==> config.mk <==
export PLATFORM = sky130hd
export DESIGN_NAME = status_event_hierarchy
export DESIGN_NICKNAME = d
export VERILOG_FILES = /design/src/common/status_pkg.sv /design/src/design/status_event_hierarchy.sv
export SDC_FILE = /design/constraint.sdc
export NUM_CORES = 1
export LEC_CHECK = 0
export BUFFER_PORTS_ARGS = -buffer_cell sky130_fd_sc_hd__buf_4
export CORE_MARGIN = 2
export CORE_UTILIZATION = 38
export DETAILED_ROUTE_END_ITERATION = 7
export PLACE_DENSITY = 0.54
export SYNTH_ARGS = -nofsm -noshare
export SYNTH_HDL_FRONTEND = slang
export SYNTH_SLANG_ARGS = --single-unit
==> constraint.sdc <==
create_clock -name clk -period 1.8 [get_ports clk]
set_input_delay 0.27 -clock clk [delete_from_list [all_inputs] [get_ports clk]]
set_output_delay 0.27 -clock clk [all_outputs]
set_load 0.05 [all_outputs]
==> src/common/status_pkg.sv <==
// constants, command kinds and carrier structs for the status event hierarchy
// assumes one 40 MHz clock shared by the command parser and this block
`default_nettype none
package status_pkg;
    localparam int          PART_W      = 16;     // width of every register part
    localparam int          LVL_W       = 15;     // live bits; bit 15 always reads zero
    localparam int          NUM_SCPI    = 2;      // operation and questionable registers
    localparam logic [1:0]  SEL_OPER    = 2'h0;   // operation register
    localparam logic [1:0]  SEL_QUES    = 2'h1;   // questionable register
    localparam logic [1:0]  SEL_COMMON  = 2'h2;   // status byte and its companions
    localparam logic [2:0]  PART_LEVEL  = 3'h0;   // live level part
    localparam logic [2:0]  PART_RISE   = 3'h1;   // rise_filter part
    localparam logic [2:0]  PART_FALL   = 3'h2;   // fall_filter part
    localparam logic [2:0]  PART_EVENT  = 3'h3;   // latched_events part
    localparam logic [2:0]  PART_MASK   = 3'h4;   // summary_mask part
    localparam logic [2:0]  PART_STB    = 3'h0;   // status byte
    localparam logic [2:0]  PART_SRE    = 3'h1;   // service request enable
    localparam logic [2:0]  PART_ESR    = 3'h2;   // standard event register
    localparam logic [2:0]  PART_ESE    = 3'h3;   // standard event enable
    localparam logic [2:0]  PART_PPE    = 3'h4;   // parallel poll enable
    localparam logic [2:0]  PART_IST    = 3'h5;   // individual status flag
    localparam int          ESR_OPC_BIT = 0;      // operation complete
    localparam int          STB_ERRQ    = 2;      // error queue not empty
    localparam int          STB_QUES    = 3;      // questionable summary
    localparam int          STB_MAV     = 4;      // message available
    localparam int          STB_ESB     = 5;      // standard event summary
    localparam int          STB_MSS     = 6;      // master summary
    localparam int          STB_OPER    = 7;      // operation summary
    localparam int          OPER_WTRIG  = 3;      // waiting for trigger, operation register
    localparam logic [15:0] PART_RST    = 16'h0000; // reset value of every part
    localparam logic [7:0]  BYTE_RST    = 8'h00;  // reset value of every byte register
    localparam logic [7:0]  SRE_USE     = 8'hbf;  // request enable bit 6 never counts

    typedef enum logic [1:0] {
        CMD_PLAIN,                                // ordinary command, may overlap
        CMD_OPC,                                  // operation complete command
        CMD_OPC_QUERY,                            // operation complete query
        CMD_WAIT                                  // wait command
    } cmd_kind_t;

    typedef struct packed {
        logic        valid;                       // access strobe, one cycle
        logic        write;                       // 1 write, 0 read
        logic [1:0]  sel;                         // which register
        logic [2:0]  part;                        // which part
        logic [15:0] wdata;                       // write data
    } reg_req_t;

    typedef struct packed {
        logic        ack;                         // answer strobe
        logic [15:0] rdata;                       // read data
    } reg_rsp_t;

    typedef struct packed {
        logic      valid;                         // command offered
        cmd_kind_t kind;                          // its kind
    } cmd_req_t;
endpackage : status_pkg
`default_nettype wire

==> src/design/status_event_hierarchy.sv <==
// status event hierarchy: two five-part registers, standard events, status byte
// assumes the command parser drives reg_req, cmd and exec_idle on clk; hw levels are async
// Operation
// - five 16-bit parts, one bit per condition
// - bit 15 of every part reads zero
// - level part follows hardware, read-only
// - rising edge latches event when rise filter set
// - falling edge latches event when fall filter set
// - filters and mask freely read and written
// - event part read-only, cleared by read
// - summary is OR of events ANDed with mask
// - summary feeds a level bit above
// - status byte from masked events and summaries
// - individual status flag masked by poll register
// - message available follows output buffer
// - operation complete after prior commands finish
// - completion query stalls, answers one when done
// - wait command holds later commands back
// - plain commands may overlap
// - operation bit 3 means waiting for trigger
// - registers readable over either remote link
// - bit 6 summary, request on enabled rise
// - flag ORs status byte bits ANDed with poll mask
// - message available sits at bit 4
`default_nettype none
module status_event_hierarchy (
    input  wire  logic                clk,           // 40 MHz clock
    input  wire  logic                resetn,        // async reset, active low
    input  wire  status_pkg::reg_req_t reg_req,      // register access from the parser
    output var   status_pkg::reg_rsp_t reg_rsp,      // register answer
    input  wire  logic [14:0]         oper_hw,       // operation levels, bit 3 waits trigger
    input  wire  logic [14:0]         ques_hw,       // questionable levels
    input  wire  logic [7:1]          esr_evt,       // standard event pulses, bits 7..1
    input  wire  logic                err_nonempty,  // error queue holds an entry
    input  wire  logic                msg_avail,     // output buffer holds a message
    input  wire  logic                exec_idle,     // every accepted command finished
    input  wire  status_pkg::cmd_req_t cmd,          // command offered for execution
    output logic                      cmd_ready,     // command may be taken
    output logic                      opc_reply,     // completion query answers one
    output logic                      srq,           // service request pulse
    output logic                      ist            // individual status flag
);
    // per-register state, kept outside the loop so the read mux can see it
    logic [14:0] hw_in    [status_pkg::NUM_SCPI];    // raw pin levels
    logic [14:0] sync1_q  [status_pkg::NUM_SCPI];    // first synchroniser stage
    logic [14:0] lvl_q    [status_pkg::NUM_SCPI];    // level part
    logic [14:0] prev_q   [status_pkg::NUM_SCPI];    // level one cycle ago
    logic [15:0] rise_q   [status_pkg::NUM_SCPI];    // rise filter part
    logic [15:0] fall_q   [status_pkg::NUM_SCPI];    // fall filter part
    logic [15:0] ev_q     [status_pkg::NUM_SCPI];    // latched event part
    logic [15:0] mask_q   [status_pkg::NUM_SCPI];    // summary mask part
    logic [14:0] edges    [status_pkg::NUM_SCPI];    // filtered transitions this cycle
    logic [1:0]  sum;                                // summary bit per register

    assign hw_in[0] = oper_hw;
    assign hw_in[1] = ques_hw;

    // one identical five-part register per index
    for (genvar g = 0; g < status_pkg::NUM_SCPI; g++) begin : g_reg
        logic [15:0] rise_d;                         // next rise filter
        logic [15:0] fall_d;                         // next fall filter
        logic [15:0] ev_d;                           // next event part
        logic [15:0] mask_d;                         // next mask
        logic        wr_hit;                         // write to this register
        logic        rd_clear;                       // read of this event part

        // edge filters, read clear and writes; the level part takes no write
        always_comb begin
            wr_hit   = reg_req.valid & reg_req.write & (reg_req.sel == 2'(g));
            rd_clear = reg_req.valid & ~reg_req.write & (reg_req.sel == 2'(g))
                     & (reg_req.part == status_pkg::PART_EVENT);
            edges[g] = (rise_q[g][14:0] & lvl_q[g] & ~prev_q[g])
                     | (fall_q[g][14:0] & ~lvl_q[g] & prev_q[g]);
            rise_d   = rise_q[g];
            fall_d   = fall_q[g];
            mask_d   = mask_q[g];
            if (wr_hit && reg_req.part == status_pkg::PART_RISE) begin
                rise_d = {1'b0, reg_req.wdata[14:0]};
            end
            if (wr_hit && reg_req.part == status_pkg::PART_FALL) begin
                fall_d = {1'b0, reg_req.wdata[14:0]};
            end
            if (wr_hit && reg_req.part == status_pkg::PART_MASK) begin
                mask_d = {1'b0, reg_req.wdata[14:0]};
            end
            // the clear only removes what was there; new edges still land
            ev_d = rd_clear ? status_pkg::PART_RST : ev_q[g];
            ev_d = ev_d | {1'b0, edges[g]};
        end

        // registers; the level path is a plain two-stage synchroniser
        always_ff @(posedge clk or negedge resetn) begin
            if (!resetn) begin
                sync1_q[g] <= 15'h0000;
                lvl_q[g]   <= 15'h0000;
                prev_q[g]  <= 15'h0000;
                rise_q[g]  <= status_pkg::PART_RST;
                fall_q[g]  <= status_pkg::PART_RST;
                ev_q[g]    <= status_pkg::PART_RST;
                mask_q[g]  <= status_pkg::PART_RST;
            end else begin
                sync1_q[g] <= hw_in[g];
                lvl_q[g]   <= sync1_q[g];
                prev_q[g]  <= lvl_q[g];
                rise_q[g]  <= rise_d;
                fall_q[g]  <= fall_d;
                ev_q[g]    <= ev_d;
                mask_q[g]  <= mask_d;
            end
        end

        assign sum[g] = |(ev_q[g] & mask_q[g]);

    end

    // standard event, enables, status byte and the synchronisation machine
    typedef enum logic [1:0] {ST_IDLE, ST_WAIT, ST_OPCQ} sync_state_t;
    sync_state_t state_q;                            // synchronisation state
    sync_state_t state_d;                            // next state
    logic [7:0]  esr_q, esr_d;                       // standard event register
    logic [7:0]  ese_q, ese_d;                       // standard event enable
    logic [7:0]  sre_q, sre_d;                       // service request enable
    logic [7:0]  ppe_q, ppe_d;                       // parallel poll enable
    logic [7:0]  stb_q, stb_d;                       // status byte
    logic [7:0]  base_d;                             // status byte without bit 6
    logic        opc_pend_q, opc_pend_d;             // completion command outstanding
    logic        opc_set;                            // operation complete fires
    logic        accept;                             // command taken this cycle
    logic        cwr, crd;                           // common register write or read
    logic        ready_q, ready_d;                   // command ready
    logic        reply_q, reply_d;                   // query answer pulse
    logic        srq_q, srq_d;                       // service request pulse
    logic        ist_q, ist_d;                       // individual status flag
    status_pkg::reg_rsp_t rsp_q, rsp_d;              // register answer

    always_comb begin
        accept  = cmd.valid & ready_q;
        cwr     = reg_req.valid & reg_req.write & (reg_req.sel == status_pkg::SEL_COMMON);
        crd     = reg_req.valid & ~reg_req.write & (reg_req.sel == status_pkg::SEL_COMMON);
        state_d = state_q;
        reply_d = 1'b0;
        opc_set = 1'b0;
        opc_pend_d = opc_pend_q;
        // plain commands are taken back to back and run overlapped
        case (state_q)
            ST_IDLE: begin
                if (accept && cmd.kind == status_pkg::CMD_OPC) begin
                    opc_pend_d = 1'b1;
                end
                if (accept && cmd.kind == status_pkg::CMD_WAIT) begin
                    state_d = ST_WAIT;
                end
                if (accept && cmd.kind == status_pkg::CMD_OPC_QUERY) begin
                    state_d = ST_OPCQ;
                end
            end
            ST_WAIT: begin
                if (exec_idle) begin
                    state_d = ST_IDLE;
                end
            end
            ST_OPCQ: begin
                if (exec_idle) begin
                    opc_set = 1'b1;
                    reply_d = 1'b1;
                    state_d = ST_IDLE;
                end
            end
            default: state_d = ST_IDLE;
        endcase
        // pending check runs a cycle after acceptance so exec_idle has seen it
        if (opc_pend_q && exec_idle) begin
            opc_set    = 1'b1;
            opc_pend_d = 1'b0;
        end
        ready_d = (state_d == ST_IDLE);
        // byte registers; set beats the read clear
        ese_d = ese_q;
        sre_d = sre_q;
        ppe_d = ppe_q;
        if (cwr && reg_req.part == status_pkg::PART_ESE) ese_d = reg_req.wdata[7:0];
        if (cwr && reg_req.part == status_pkg::PART_SRE) sre_d = reg_req.wdata[7:0];
        if (cwr && reg_req.part == status_pkg::PART_PPE) ppe_d = reg_req.wdata[7:0];
        esr_d = (crd && reg_req.part == status_pkg::PART_ESR) ? status_pkg::BYTE_RST : esr_q;
        esr_d = esr_d | {esr_evt, opc_set};
        // summaries climb into the status byte
        base_d = status_pkg::BYTE_RST;
        base_d[status_pkg::STB_ERRQ] = err_nonempty;
        base_d[status_pkg::STB_QUES] = sum[1];
        base_d[status_pkg::STB_MAV]  = msg_avail;
        base_d[status_pkg::STB_ESB]  = |(esr_q & ese_q);
        base_d[status_pkg::STB_OPER] = sum[0];
        stb_d = base_d;
        stb_d[status_pkg::STB_MSS] = |(base_d & sre_q & status_pkg::SRE_USE);
        srq_d = |(base_d & ~stb_q & sre_q & status_pkg::SRE_USE);
        ist_d = |(stb_d & ppe_q);
        // answers; unused selections and parts read zero
        rsp_d.ack   = reg_req.valid;
        rsp_d.rdata = status_pkg::PART_RST;
        if (reg_req.valid && !reg_req.write && reg_req.sel != status_pkg::SEL_COMMON
            && reg_req.sel[1] == 1'b0) begin
            case (reg_req.part)
                status_pkg::PART_LEVEL: rsp_d.rdata = {1'b0, lvl_q[reg_req.sel[0]]};
                status_pkg::PART_RISE:  rsp_d.rdata = rise_q[reg_req.sel[0]];
                status_pkg::PART_FALL:  rsp_d.rdata = fall_q[reg_req.sel[0]];
                status_pkg::PART_EVENT: rsp_d.rdata = ev_q[reg_req.sel[0]];
                status_pkg::PART_MASK:  rsp_d.rdata = mask_q[reg_req.sel[0]];
                default:                rsp_d.rdata = status_pkg::PART_RST;
            endcase
        end
        if (crd) begin
            case (reg_req.part)
                status_pkg::PART_STB: rsp_d.rdata = {8'h00, stb_q};
                status_pkg::PART_SRE: rsp_d.rdata = {8'h00, sre_q};
                status_pkg::PART_ESR: rsp_d.rdata = {8'h00, esr_q};
                status_pkg::PART_ESE: rsp_d.rdata = {8'h00, ese_q};
                status_pkg::PART_PPE: rsp_d.rdata = {8'h00, ppe_q};
                status_pkg::PART_IST: rsp_d.rdata = {15'h0000, ist_q};
                default:              rsp_d.rdata = status_pkg::PART_RST;
            endcase
        end
    end

    // registers of the upper level; every output is one of these flops
    always_ff @(posedge clk or negedge resetn) begin
        if (!resetn) begin
            state_q    <= ST_IDLE;
            esr_q      <= status_pkg::BYTE_RST;
            ese_q      <= status_pkg::BYTE_RST;
            sre_q      <= status_pkg::BYTE_RST;
            ppe_q      <= status_pkg::BYTE_RST;
            stb_q      <= status_pkg::BYTE_RST;
            opc_pend_q <= 1'b0;
            ready_q    <= 1'b1;
            reply_q    <= 1'b0;
            srq_q      <= 1'b0;
            ist_q      <= 1'b0;
            rsp_q      <= '0;
        end else begin
            state_q    <= state_d;
            esr_q      <= esr_d;
            ese_q      <= ese_d;
            sre_q      <= sre_d;
            ppe_q      <= ppe_d;
            stb_q      <= stb_d;
            opc_pend_q <= opc_pend_d;
            ready_q    <= ready_d;
            reply_q    <= reply_d;
            srq_q      <= srq_d;
            ist_q      <= ist_d;
            rsp_q      <= rsp_d;
        end
    end

    assign reg_rsp   = rsp_q;
    assign cmd_ready = ready_q;
    assign opc_reply = reply_q;
    assign srq       = srq_q;
    assign ist       = ist_q;
endmodule : status_event_hierarchy
`default_nettype wire

==> flow_summary_export.csv, run 1 <==
group,metric,value,unit
clock_network,cts_buffer_depth,3,
die,die-area,30300,um2
routing,first_pass_iters,4,
power,p_sw,0.00397,W
synthesis,synth_area,11000,um2
die,core,28600,um2
grt,grt_pass1_vias,7865,
setup_path,reg2reg_slack,-0.17,ns
layout,final_area,14400,um2
timing,fin_skew,0.00805,ns
power,combPwrFrac,14.4,%
grt,grt_pass1_wl,46.8,mm
power,peakVddDrop,0.000785,V
setup_path,path_cells,"a222oi_1 > and3_1 > nand4_1 > buf_6 > a221o_1 > a221o_1",
routing,wl,29.5,mm
grt,grt_max_degree,52,
timing,setup_violations,2,
synthesis,yosys_warnings,0,
die,start_util,38.4,%
grt,grtUsageTotal,20.0,%
clock_network,clk_pin_slew,0.06,ns
routing,vias,7533,
worst_hold_path,min_path_cells,2,
layout,drive_above_1_share,24.0,%
place,dpl_cell_area,13000,um2
synthesis,synth.avg_cell_area,13.4,um2
worst_hold_path,hold_end,"mask_q[29]",
timing,slew_viol_final,0,
routing,wire_per_inst,20.2,um
synthesis,ys_ff_latch,271,
setup_path,rr_worst_depth,6,
clock_network,clk_latency,0.54,ns
clock_network,cts_sinks,271,
setup_path,critPathCaptureType,"register",
layout,area_growth,30.8,%
timing,maxClockFrequency,507,MHz
grt,overflow,0,
layout,fin_util,50.2,%
setup_path,critical_path.max_fanout,4,
job,maxCapViolCount,0,
die,die_y,174,um
synthesis,synth_edf_count,0,
clock_network,numCtsBuffers,29,
grt,antenna_found_initial,0,
timing,finalCritPeriodShare,110,%
timing,finalHoldViolCount,0,
timing,fin_ws,-0.173,ns
worst_hold_path,hold_start,"reg_req[13]",
outcome,violations,"setup timing",
layout,n_fill_cell,2516,
setup_path,crit_buf_inv,1,
routing,first_iter_violations,434,
setup_path,slowest_delay,0.40,ns
layout,fin_nets,1128,
die,io_pins,89,
timing,finalCriticalPeriod,1.97,ns
power,swShare,26.1,%
outcome,status,"finished, violations left",
power,p_seq_share,47.7,%
setup_path,crit_type,"reg2reg",
die,die_x,174,um
layout,antennaDiodeCount,0,
setup_path,crit_family,"compound AO/OA/AOI/OAI gates",
setup_path,reg2reg_from,"mask_q[21]",
place,port_buffers,86,
setup_path,rr_endpoint,"ist",
place,hpwlAfterDp,20.6,mm
power,clkPwrFrac,37.9,%
power,leakage,6.66,nW
setup_path,crit_path_start_kind,"register",
clock_network,cts_tree,"yes",
worst_hold_path,hp-class,"in2reg",
place,place_inst,1360,
synthesis,synth_nets,892,
die,rows,62,
place,gp_congestion,0.877,
setup_path,arrival,2.40,ns
clock_network,htree_num_levels,1,
setup_path,critPathRequiredTime,2.23,ns
power,p_int,0.0112,W
routing,drc,0,
layout,stdcell_count,1461,
routing,routed_via_density,5.16,
synthesis,synth_cell_types,52,
synthesis,syn_inst,821,
power,powerDensity,1060,nW/um2
synthesis,ys.flop_type,"dfrtp_1",
timing,rsz0062_at_grt,"true",
synthesis,async_flop_share,100,%
setup_path,cpMaxStageDelayCell,"a222oi_1",
synthesis,seq_area_frac_synth,61.7,%
setup_path,crit_top_cell,"a221o_1",
routing,ant_nets,0,
clock_network,cts_root_buf,"clkbuf_16",
==> cells in the mapped netlist, types with 15 or more instances <==
cell        n  area [um2]
mux2_1    116        1310
o211ai_1   31         233
a21oi_1    17        85.1
nor2_1     19        71.3
mux2i_1    51         510
dfrtp_1   270        6760
nand2_1    78         293
o22ai_1    25         156
nand3b_1   30         225
a22oi_1    24         180
a221oi_1   15         131
==> worst max-delay path by stage <==
stage                            from    endpoint  slack, ns  cells past startpoint
final                      mask_q[21]         ist      -0.17                      6
after global routing       mask_q[21]         ist      -0.28                      6
after CTS                    ev_q[21]         ist      -0.23                      6
after detailed placement     ev_q[20]         ist      -0.30                      5
after global placement       ev_q[20]         ist      -0.24                      5
after floorplan           reg_req[17]  fall_q[10]       0.03                      7
==> through the flow <==
| step | hold WS, ns | setup TNS [ns] | total power (W) | worst slack (ns) |
|---|---|---|---|---|
| after floorplan | -0.0256 | 0 | 0.00834 | 0.0254 |
| after global placement | 0.194 | -1.05 | 0.00943 | -0.239 |
| after detailed placement | 0.187 | -1.34 | 0.00946 | -0.296 |
| after CTS | 0.000198 | -0.289 | 0.0154 | -0.229 |
| after global routing | 0.0117 | -0.387 | 0.0159 | -0.284 |
| final | 0.0222 | -0.177 | 0.0152 | -0.173 |
==> what timing repair did <==
item                                    CTS  global route
hold buffers                             47             1
endpoints found under the setup margin    2             2
pin swaps                                 3             3
hold endpoints to repair                253             1
resized for setup                         1             0
buffers inserted                          2             0
==> logic make-up (layout without fill, tap and decap cells) <==
family / after synthesis / in the layout / synth area share (%)
muxes: 174 / 174 / 17.7
AOI/OAI and AO/OA: 162 / 162 / 10.6
and+or+nand+nor: 166 / 166 / 7.82
buffers and inverters: 44 / 300 / 1.79
adders and majority gates: 3 / 3 / 0.342
other: 1 / 1 / 0.0341
DFF: 271 / 271 / 61.7
==> layout by cell type (no fill, tap or decap), types with 17 or more instances in the layout <==
master / synthesis / final
nand2_1: 78 / 78
nor2_1: 19 / 19
nand3b_1: 30 / 30
a21oi_1: 17 / 17
dfrtp_1: 270 / 270
dlygate4sd3_1: 0 / 48
o211ai_1: 31 / 31
o22ai_1: 25 / 25
mux2i_1: 51 / 51
mux2_1: 116 / 116
buf_12: 0 / 17
a22oi_1: 24 / 24
clkbuf_16: 0 / 29
buf_4: 4 / 173
==> power groups by stage <==
stage                     logic, W  registers (W)  clock network, W
final                      0.00219        0.00726           0.00576
after global routing       0.00242        0.00734           0.00617
after CTS                  0.00222        0.00726           0.00590
after detailed placement   0.00210        0.00736                 0
after global placement     0.00208        0.00736                 0
after floorplan            0.00103        0.00731                 0
==> metal layers <==
layer	wire length, um	vias to the layer above	global-route usage (%)
met5	0	-	0
met4	708	0	5.36
met1	14100	3828	28.7
met3	1230	48	3.11
li1	-	3518	-
met2	13500	139	31.6
==> state kept, by name, indices dropped and copies added (netlist names), 8 cells and up <==
name / cells
mask_q: 30
ese_q: 8
prev_q: 30
rise_q: 30
sre_q: 8
fall_q: 30
esr_q: 8
sync1_q: 30
reg_rsp: 16
ev_q: 30
ppe_q: 8
lvl_q: 30
==> layout make-up <==
cell class | instances | area [um2] | area share (%)
clock buffers | 42 | 845 | 5.88
inverters | 9 | 33.8 | 0.235
well taps | 384 | 480 | 3.34
clock inverters | 9 | 77.6 | 0.540
flip-flops and latches | 271 | 6780 | 47.2
repair buffers | 240 | 2150 | 14.9
multi-input cells | 506 | 4010 | 27.9
Note: power is estimated with default switching activity, not from simulation.
==> inputs of run 2 (changes only) <==
--- a/config.mk
+++ b/config.mk
@@ -7,9 +7,9 @@
 export LEC_CHECK = 0
 export BUFFER_PORTS_ARGS = -buffer_cell sky130_fd_sc_hd__buf_4
 export CORE_MARGIN = 2
-export CORE_UTILIZATION = 38
+export CORE_UTILIZATION = 34
 export DETAILED_ROUTE_END_ITERATION = 7
-export PLACE_DENSITY = 0.54
+export PLACE_DENSITY = 0.49
 export SYNTH_ARGS = -nofsm -noshare
 export SYNTH_HDL_FRONTEND = slang
 export SYNTH_SLANG_ARGS = --single-unit
==> run 2 against run 1 <==
Effect of this change: the flow still finishes with violations (setup timing); final area increased by 1.6%; largest cell class unchanged; final cell count increased by 2.2%; worst hold slack about the same; flip-flop and latch count unchanged; critical path depth decreased by 1; sequential share of layout area decreased by 0.75 points; utilization decreased by 4.2 points.
==> flow_summary_export.csv, run 2 (same netlist as run 1, synthesis figures left out) <==
group,metric,value,unit
clock_network,clk_latency,0.55,ns
routing,ant_nets,0,
routing,wire_per_inst,21.1,um
outcome,status,"finished, violations left",
layout,n_fill_cell,2879,
die,die-area,33800,um2
routing,first_pass_iters,5,
setup_path,crit_family,"compound AO/OA/AOI/OAI gates",
power,leakage,6.75,nW
job,maxCapViolCount,0,
layout,area_growth,32.9,%
clock_network,cts_buffer_depth,3,
routing,drc,0,
setup_path,crit_type,"reg2reg",
clock_network,clk_pin_slew,0.06,ns
setup_path,critPathCaptureType,"register",
setup_path,crit_top_cell,"a221o_1",
setup_path,arrival,2.50,ns
layout,final_area,14600,um2
timing,finalCriticalPeriod,2.06,ns
grt,grt_pass1_wl,49.1,mm
clock_network,cts_sinks,271,
die,die_x,184,um
clock_network,cts_tree,"yes",
timing,finalHoldViolCount,0,
routing,routed_via_density,5.13,
layout,layout_common_cells,"dfrtp_1 (270), buf_4 (183), mux2_1 (116), nand2_1 (77), mux2i_1 (51)",
clock_network,htree_num_levels,1,
timing,rsz0062_at_grt,"true",
layout,stdcell_count,1493,
die,start_util,34.6,%
timing,fin_setup_tns,-0.256,ns
place,place_inst,1387,
timing,setup_violations,1,
die,io_pins,89,
grt,grtUsageTotal,19.4,%
layout,drive_above_1_share,24.9,%
grt,antenna_found_initial,0,
die,die_y,184,um
timing,finalCritPeriodShare,114,%
routing,wl,31.5,mm
timing,maxClockFrequency,486,MHz
power,peakVddDrop,0.000644,V
setup_path,crit_path_start_kind,"register",
layout,fin_nets,1138,
timing,slew_viol_final,0,
setup_path,path_cells,"a222oi_1 > and3_1 > nand4_1 > a221o_1 > a221o_1",
routing,first_iter_violations,451,
clock_network,cts_root_buf,"clkbuf_16",
grt,grt_max_degree,53,
clock_network,numCtsBuffers,31,
timing,holdWs,0.0226,ns
place,hpwlAfterDp,22.2,mm
power,powerDensity,1110,nW/um2
grt,overflow,0,
power,finalPower,0.0162,W
grt,grt_pass1_vias,7881,
timing,fin_ws,-0.256,ns
die,core,31700,um2
setup_path,crit_buf_inv,0,
worst_hold_path,hp-class,"in2reg",
routing,vias,7652,
setup_path,cpMaxStageDelayCell,"a222oi_1",
die,rows,65,
timing,fin_skew,0.00885,ns
place,dpl_cell_area,13000,um2
place,gp_congestion,0.853,
setup_path,critPathRequiredTime,2.24,ns
setup_path,reg2reg_slack,-0.26,ns
layout,final_common_cell,"dfrtp_1",
setup_path,critical_path.max_fanout,3,
outcome,violations,"setup timing",
place,port_buffers,86,
setup_path,slowest_delay,0.45,ns
## run 2: final cells by class
| cell class | count | area (um2) | share of cell area (%) |
|---|---|---|---|
| Antenna cell | 1 | 2.50 | 0.0171 |
| Multi-Input combinational cell | 506 | 4020 | 27.5 |
| Tap cell | 402 | 503 | 3.44 |
| Clock buffer | 41 | 843 | 5.77 |
| Inverter | 9 | 33.8 | 0.231 |
| Timing Repair Buffer | 248 | 2180 | 14.9 |
| Sequential cell | 271 | 6780 | 46.4 |
| Clock inverter | 15 | 243 | 1.66 |
## run 2: power breakdown
part	leakage (nW)	internal, W	total, W	switching [W]
Clock	0.518	0.00415	0.00669	0.00254
Sequential	3.29	0.00675	0.00727	0.000524
Combinational	2.94	0.00111	0.00220	0.00109
## run 2: timing repair
item / CTS / global route
setup buffers: 0 / 0
hold buffers: 49 / 0
resized for setup: 1 / 1
endpoints found under the setup margin: 2 / 3
hold endpoints to repair: 303 / 0
## run 2: routing by layer
layer	wire length [um]	share of wire, %	global-route usage (%)	vias up
met5	0	0	0	-
met4	539	1.7	4.16	0
met3	1380	4.4	2.83	43
met2	14800	47	31.1	162
met1	14800	47	27.9	3905
li1	-	-	-	3542
## run 2: worst reg2reg max path: cells and delay by family (launching register included)
kind / cells / cell delay (ns)
compound gates: 3 / 1.13
flops: 1 / 0.38
simple gates: 2 / 0.44
## run 2: worst paths after layout
kind,start,endpoint,cells past startpoint
worst max-delay path,ev_q[21],ist,5
max in group asynchronous,resetn,sync1_q[22],3
min in group asynchronous,resetn,sync1_q[9],2
worst min register to register,sync1_q[11],lvl_q[11],0
worst min-delay path,reg_req[1],sre_q[1],3
worst max register to register,ev_q[21],ist,5
## run 2: through the flow
stage                     worst slack (ns)  utilization (%)
after floorplan                     0.0254                -
after global placement              -0.214             41.0
after detailed placement            -0.264             41.0
after CTS                           -0.269             46.0
after global routing                -0.311             46.0
final                               -0.256             46.0
==> inputs of run 3 (changes only) <==
--- a/config.mk
+++ b/config.mk
@@ -7,9 +7,10 @@
 export LEC_CHECK = 0
 export BUFFER_PORTS_ARGS = -buffer_cell sky130_fd_sc_hd__buf_4
 export CORE_MARGIN = 2
-export CORE_UTILIZATION = 34
+export CORE_UTILIZATION = 40
 export DETAILED_ROUTE_END_ITERATION = 7
-export PLACE_DENSITY = 0.49
+export HOLD_SLACK_MARGIN = 0.12
+export PLACE_DENSITY = 0.56
 export SYNTH_ARGS = -nofsm -noshare
 export SYNTH_HDL_FRONTEND = slang
 export SYNTH_SLANG_ARGS = --single-unit
==> run 3 against run 2 <==
Effect of this change: the flow still finishes with violations (setup timing); sequential share of layout area about the same; die area shrank 15%; global-route usage rose by 1.6 points; combinational power barely moved; non-clock buffer count rose by 8; total power down 1.0%; worst hold slack improved by 0.16 ns; sequential power barely moved.
==> flow_summary_export.csv, run 3 (same netlist as run 1, synthesis figures left out) <==
group,metric,value,unit
clock_network,htree_num_levels,1,
place,gp_congestion,0.844,
outcome,violations,"setup timing",
routing,wire_per_inst,20.5,um
clock_network,cts_tree,"yes",
die,die-area,28800,um2
layout,stdcell_count,1438,
routing,first_iter_violations,482,
grt,overflow,0,
timing,fin_ws,-0.166,ns
place,dpl_cell_area,12900,um2
routing,first_pass_iters,5,
job,maxCapViolCount,0,
clock_network,cts_root_buf,"clkbuf_16",
clock_network,cts_sinks,271,
die,core,27000,um2
setup_path,critical_path.max_fanout,2,
timing,maxClockFrequency,509,MHz
grt,grt_pass1_wl,46.1,mm
layout,final_area,14600,um2
setup_path,crit_path_start_kind,"register",
timing,rsz0062_at_grt,"true",
timing,fin_skew,0.00686,ns
setup_path,critPathCaptureType,"register",
grt,grt_max_degree,61,
grt,grt_pass1_vias,7846,
clock_network,clk_pin_slew,0.06,ns
power,leakage,6.80,nW
place,hpwlAfterDp,20.2,mm
layout,area_growth,33.0,%
power,powerDensity,1100,nW/um2
routing,ant_nets,0,
clock_network,numCtsBuffers,30,
routing,vias,7708,
timing,slew_viol_final,0,
die,start_util,40.8,%
clock_network,clk_latency,0.55,ns
timing,finalCriticalPeriod,1.97,ns
die,rows,60,
timing,finalCritPeriodShare,109,%
layout,layout_common_cells,"dfrtp_1 (270), buf_4 (181), mux2_1 (116), nand2_1 (77), dlygate4sd3_1 (59)",
layout,n_fill_cell,2239,
layout,drive_above_1_share,24.9,%
layout,antennaDiodeCount,0,
setup_path,arrival,2.40,ns
routing,routed_via_density,5.36,
timing,finalHoldViolCount,0,
place,place_inst,1323,
die,die_y,170,um
layout,final_common_cell,"dfrtp_1",
power,peakVddDrop,0.000594,V
setup_path,crit_type,"reg2reg",
place,port_buffers,86,
layout,fin_nets,1145,
die,die_x,170,um
place,place_ws,-0.216,ns
outcome,status,"finished, violations left",
timing,setup_violations,1,
clock_network,cts_buffer_depth,3,
grt,antenna_found_initial,0,
setup_path,critPathRequiredTime,2.23,ns
worst_hold_path,hp-class,"in2reg",
die,io_pins,89,
routing,wl,29.4,mm
grt,grtUsageTotal,20.9,%
routing,drc,0,
[run 3: changes by cell type in the layout (fill, tap and decap cells not counted), sizes merged]
cell,before,now
buf,199,197
bufinv,6,5
clkbuf,41,37
clkinv,4,11
clkinvlp,4,1
diode,1,0
dlygate4sd3,49,59
[run 3: cell type report]
cell class              instances  area [um2]  area share (%)
clock buffers                  37         838            5.74
clock inverters                18         228            1.56
inverters                       9        33.8           0.231
multi-input cells             506        4040            27.6
flip-flops and latches        271        6780            46.4
well taps                     341         427            2.92
repair buffers                256        2260            15.5
[run 3: what timing repair did]
item                                   CTS  global route
setup buffers                            1             1
pin swaps                                4             5
endpoints found under the hold margin  430             0
setup endpoints to repair                1             2
gates resized for setup                  1             3
hold buffers                            59             0
[run 3: final timing paths]
kind | start | to | slack (ns) | depth (start not counted)
worst max-delay path | mask_q[6] | ist | -0.17 | 5
worst min-delay path | cmd[2] | opc_pend_q | 0.18 | 3
worst max register to register | mask_q[6] | ist | -0.17 | 5
worst min register to register | sync1_q[28] | lvl_q[28] | 0.35 | 0
max in group asynchronous | resetn | rise_q[7] | 0.91 | 3
min in group asynchronous | resetn | reg_rsp[9] | 0.24 | 2
[run 3: through the flow]
step                      hold slack (ns)  total power (W)  utilization, %  TNS [ns]
final                               0.179           0.0160            54.2    -0.166
after global routing                0.162           0.0167            54.2    -0.261
after CTS                           0.140           0.0162            54.2    -0.177
after detailed placement            0.214          0.00945            47.9    -0.266
after global placement              0.214          0.00941            47.9    -0.169
after floorplan                   -0.0256          0.00834               -         0
[run 3: power breakdown]
part	leakage (nW)	internal, W	switching, W
Combinational	2.98	0.00113	0.00110
Clock	0.533	0.00401	0.00249
Sequential	3.29	0.00675	0.000515
[run 3: worst max-delay path, cell delays in order (launching register included)]
cell and delay [ns]:
dfrtp_1 0.38, a222oi_1 0.38, and3_1 0.27, nand4_4 0.16, a221o_1 0.38, a221o_1 0.29
[run 3: metal layers]
layer	GRT usage, %	part of all wire, %	vias to the layer above
li1	-	-	3552
met1	30.8	48	3933
met2	32.7	45	177
met3	2.82	3.7	46
met4	5.57	2.4	0
met5	0	0	-
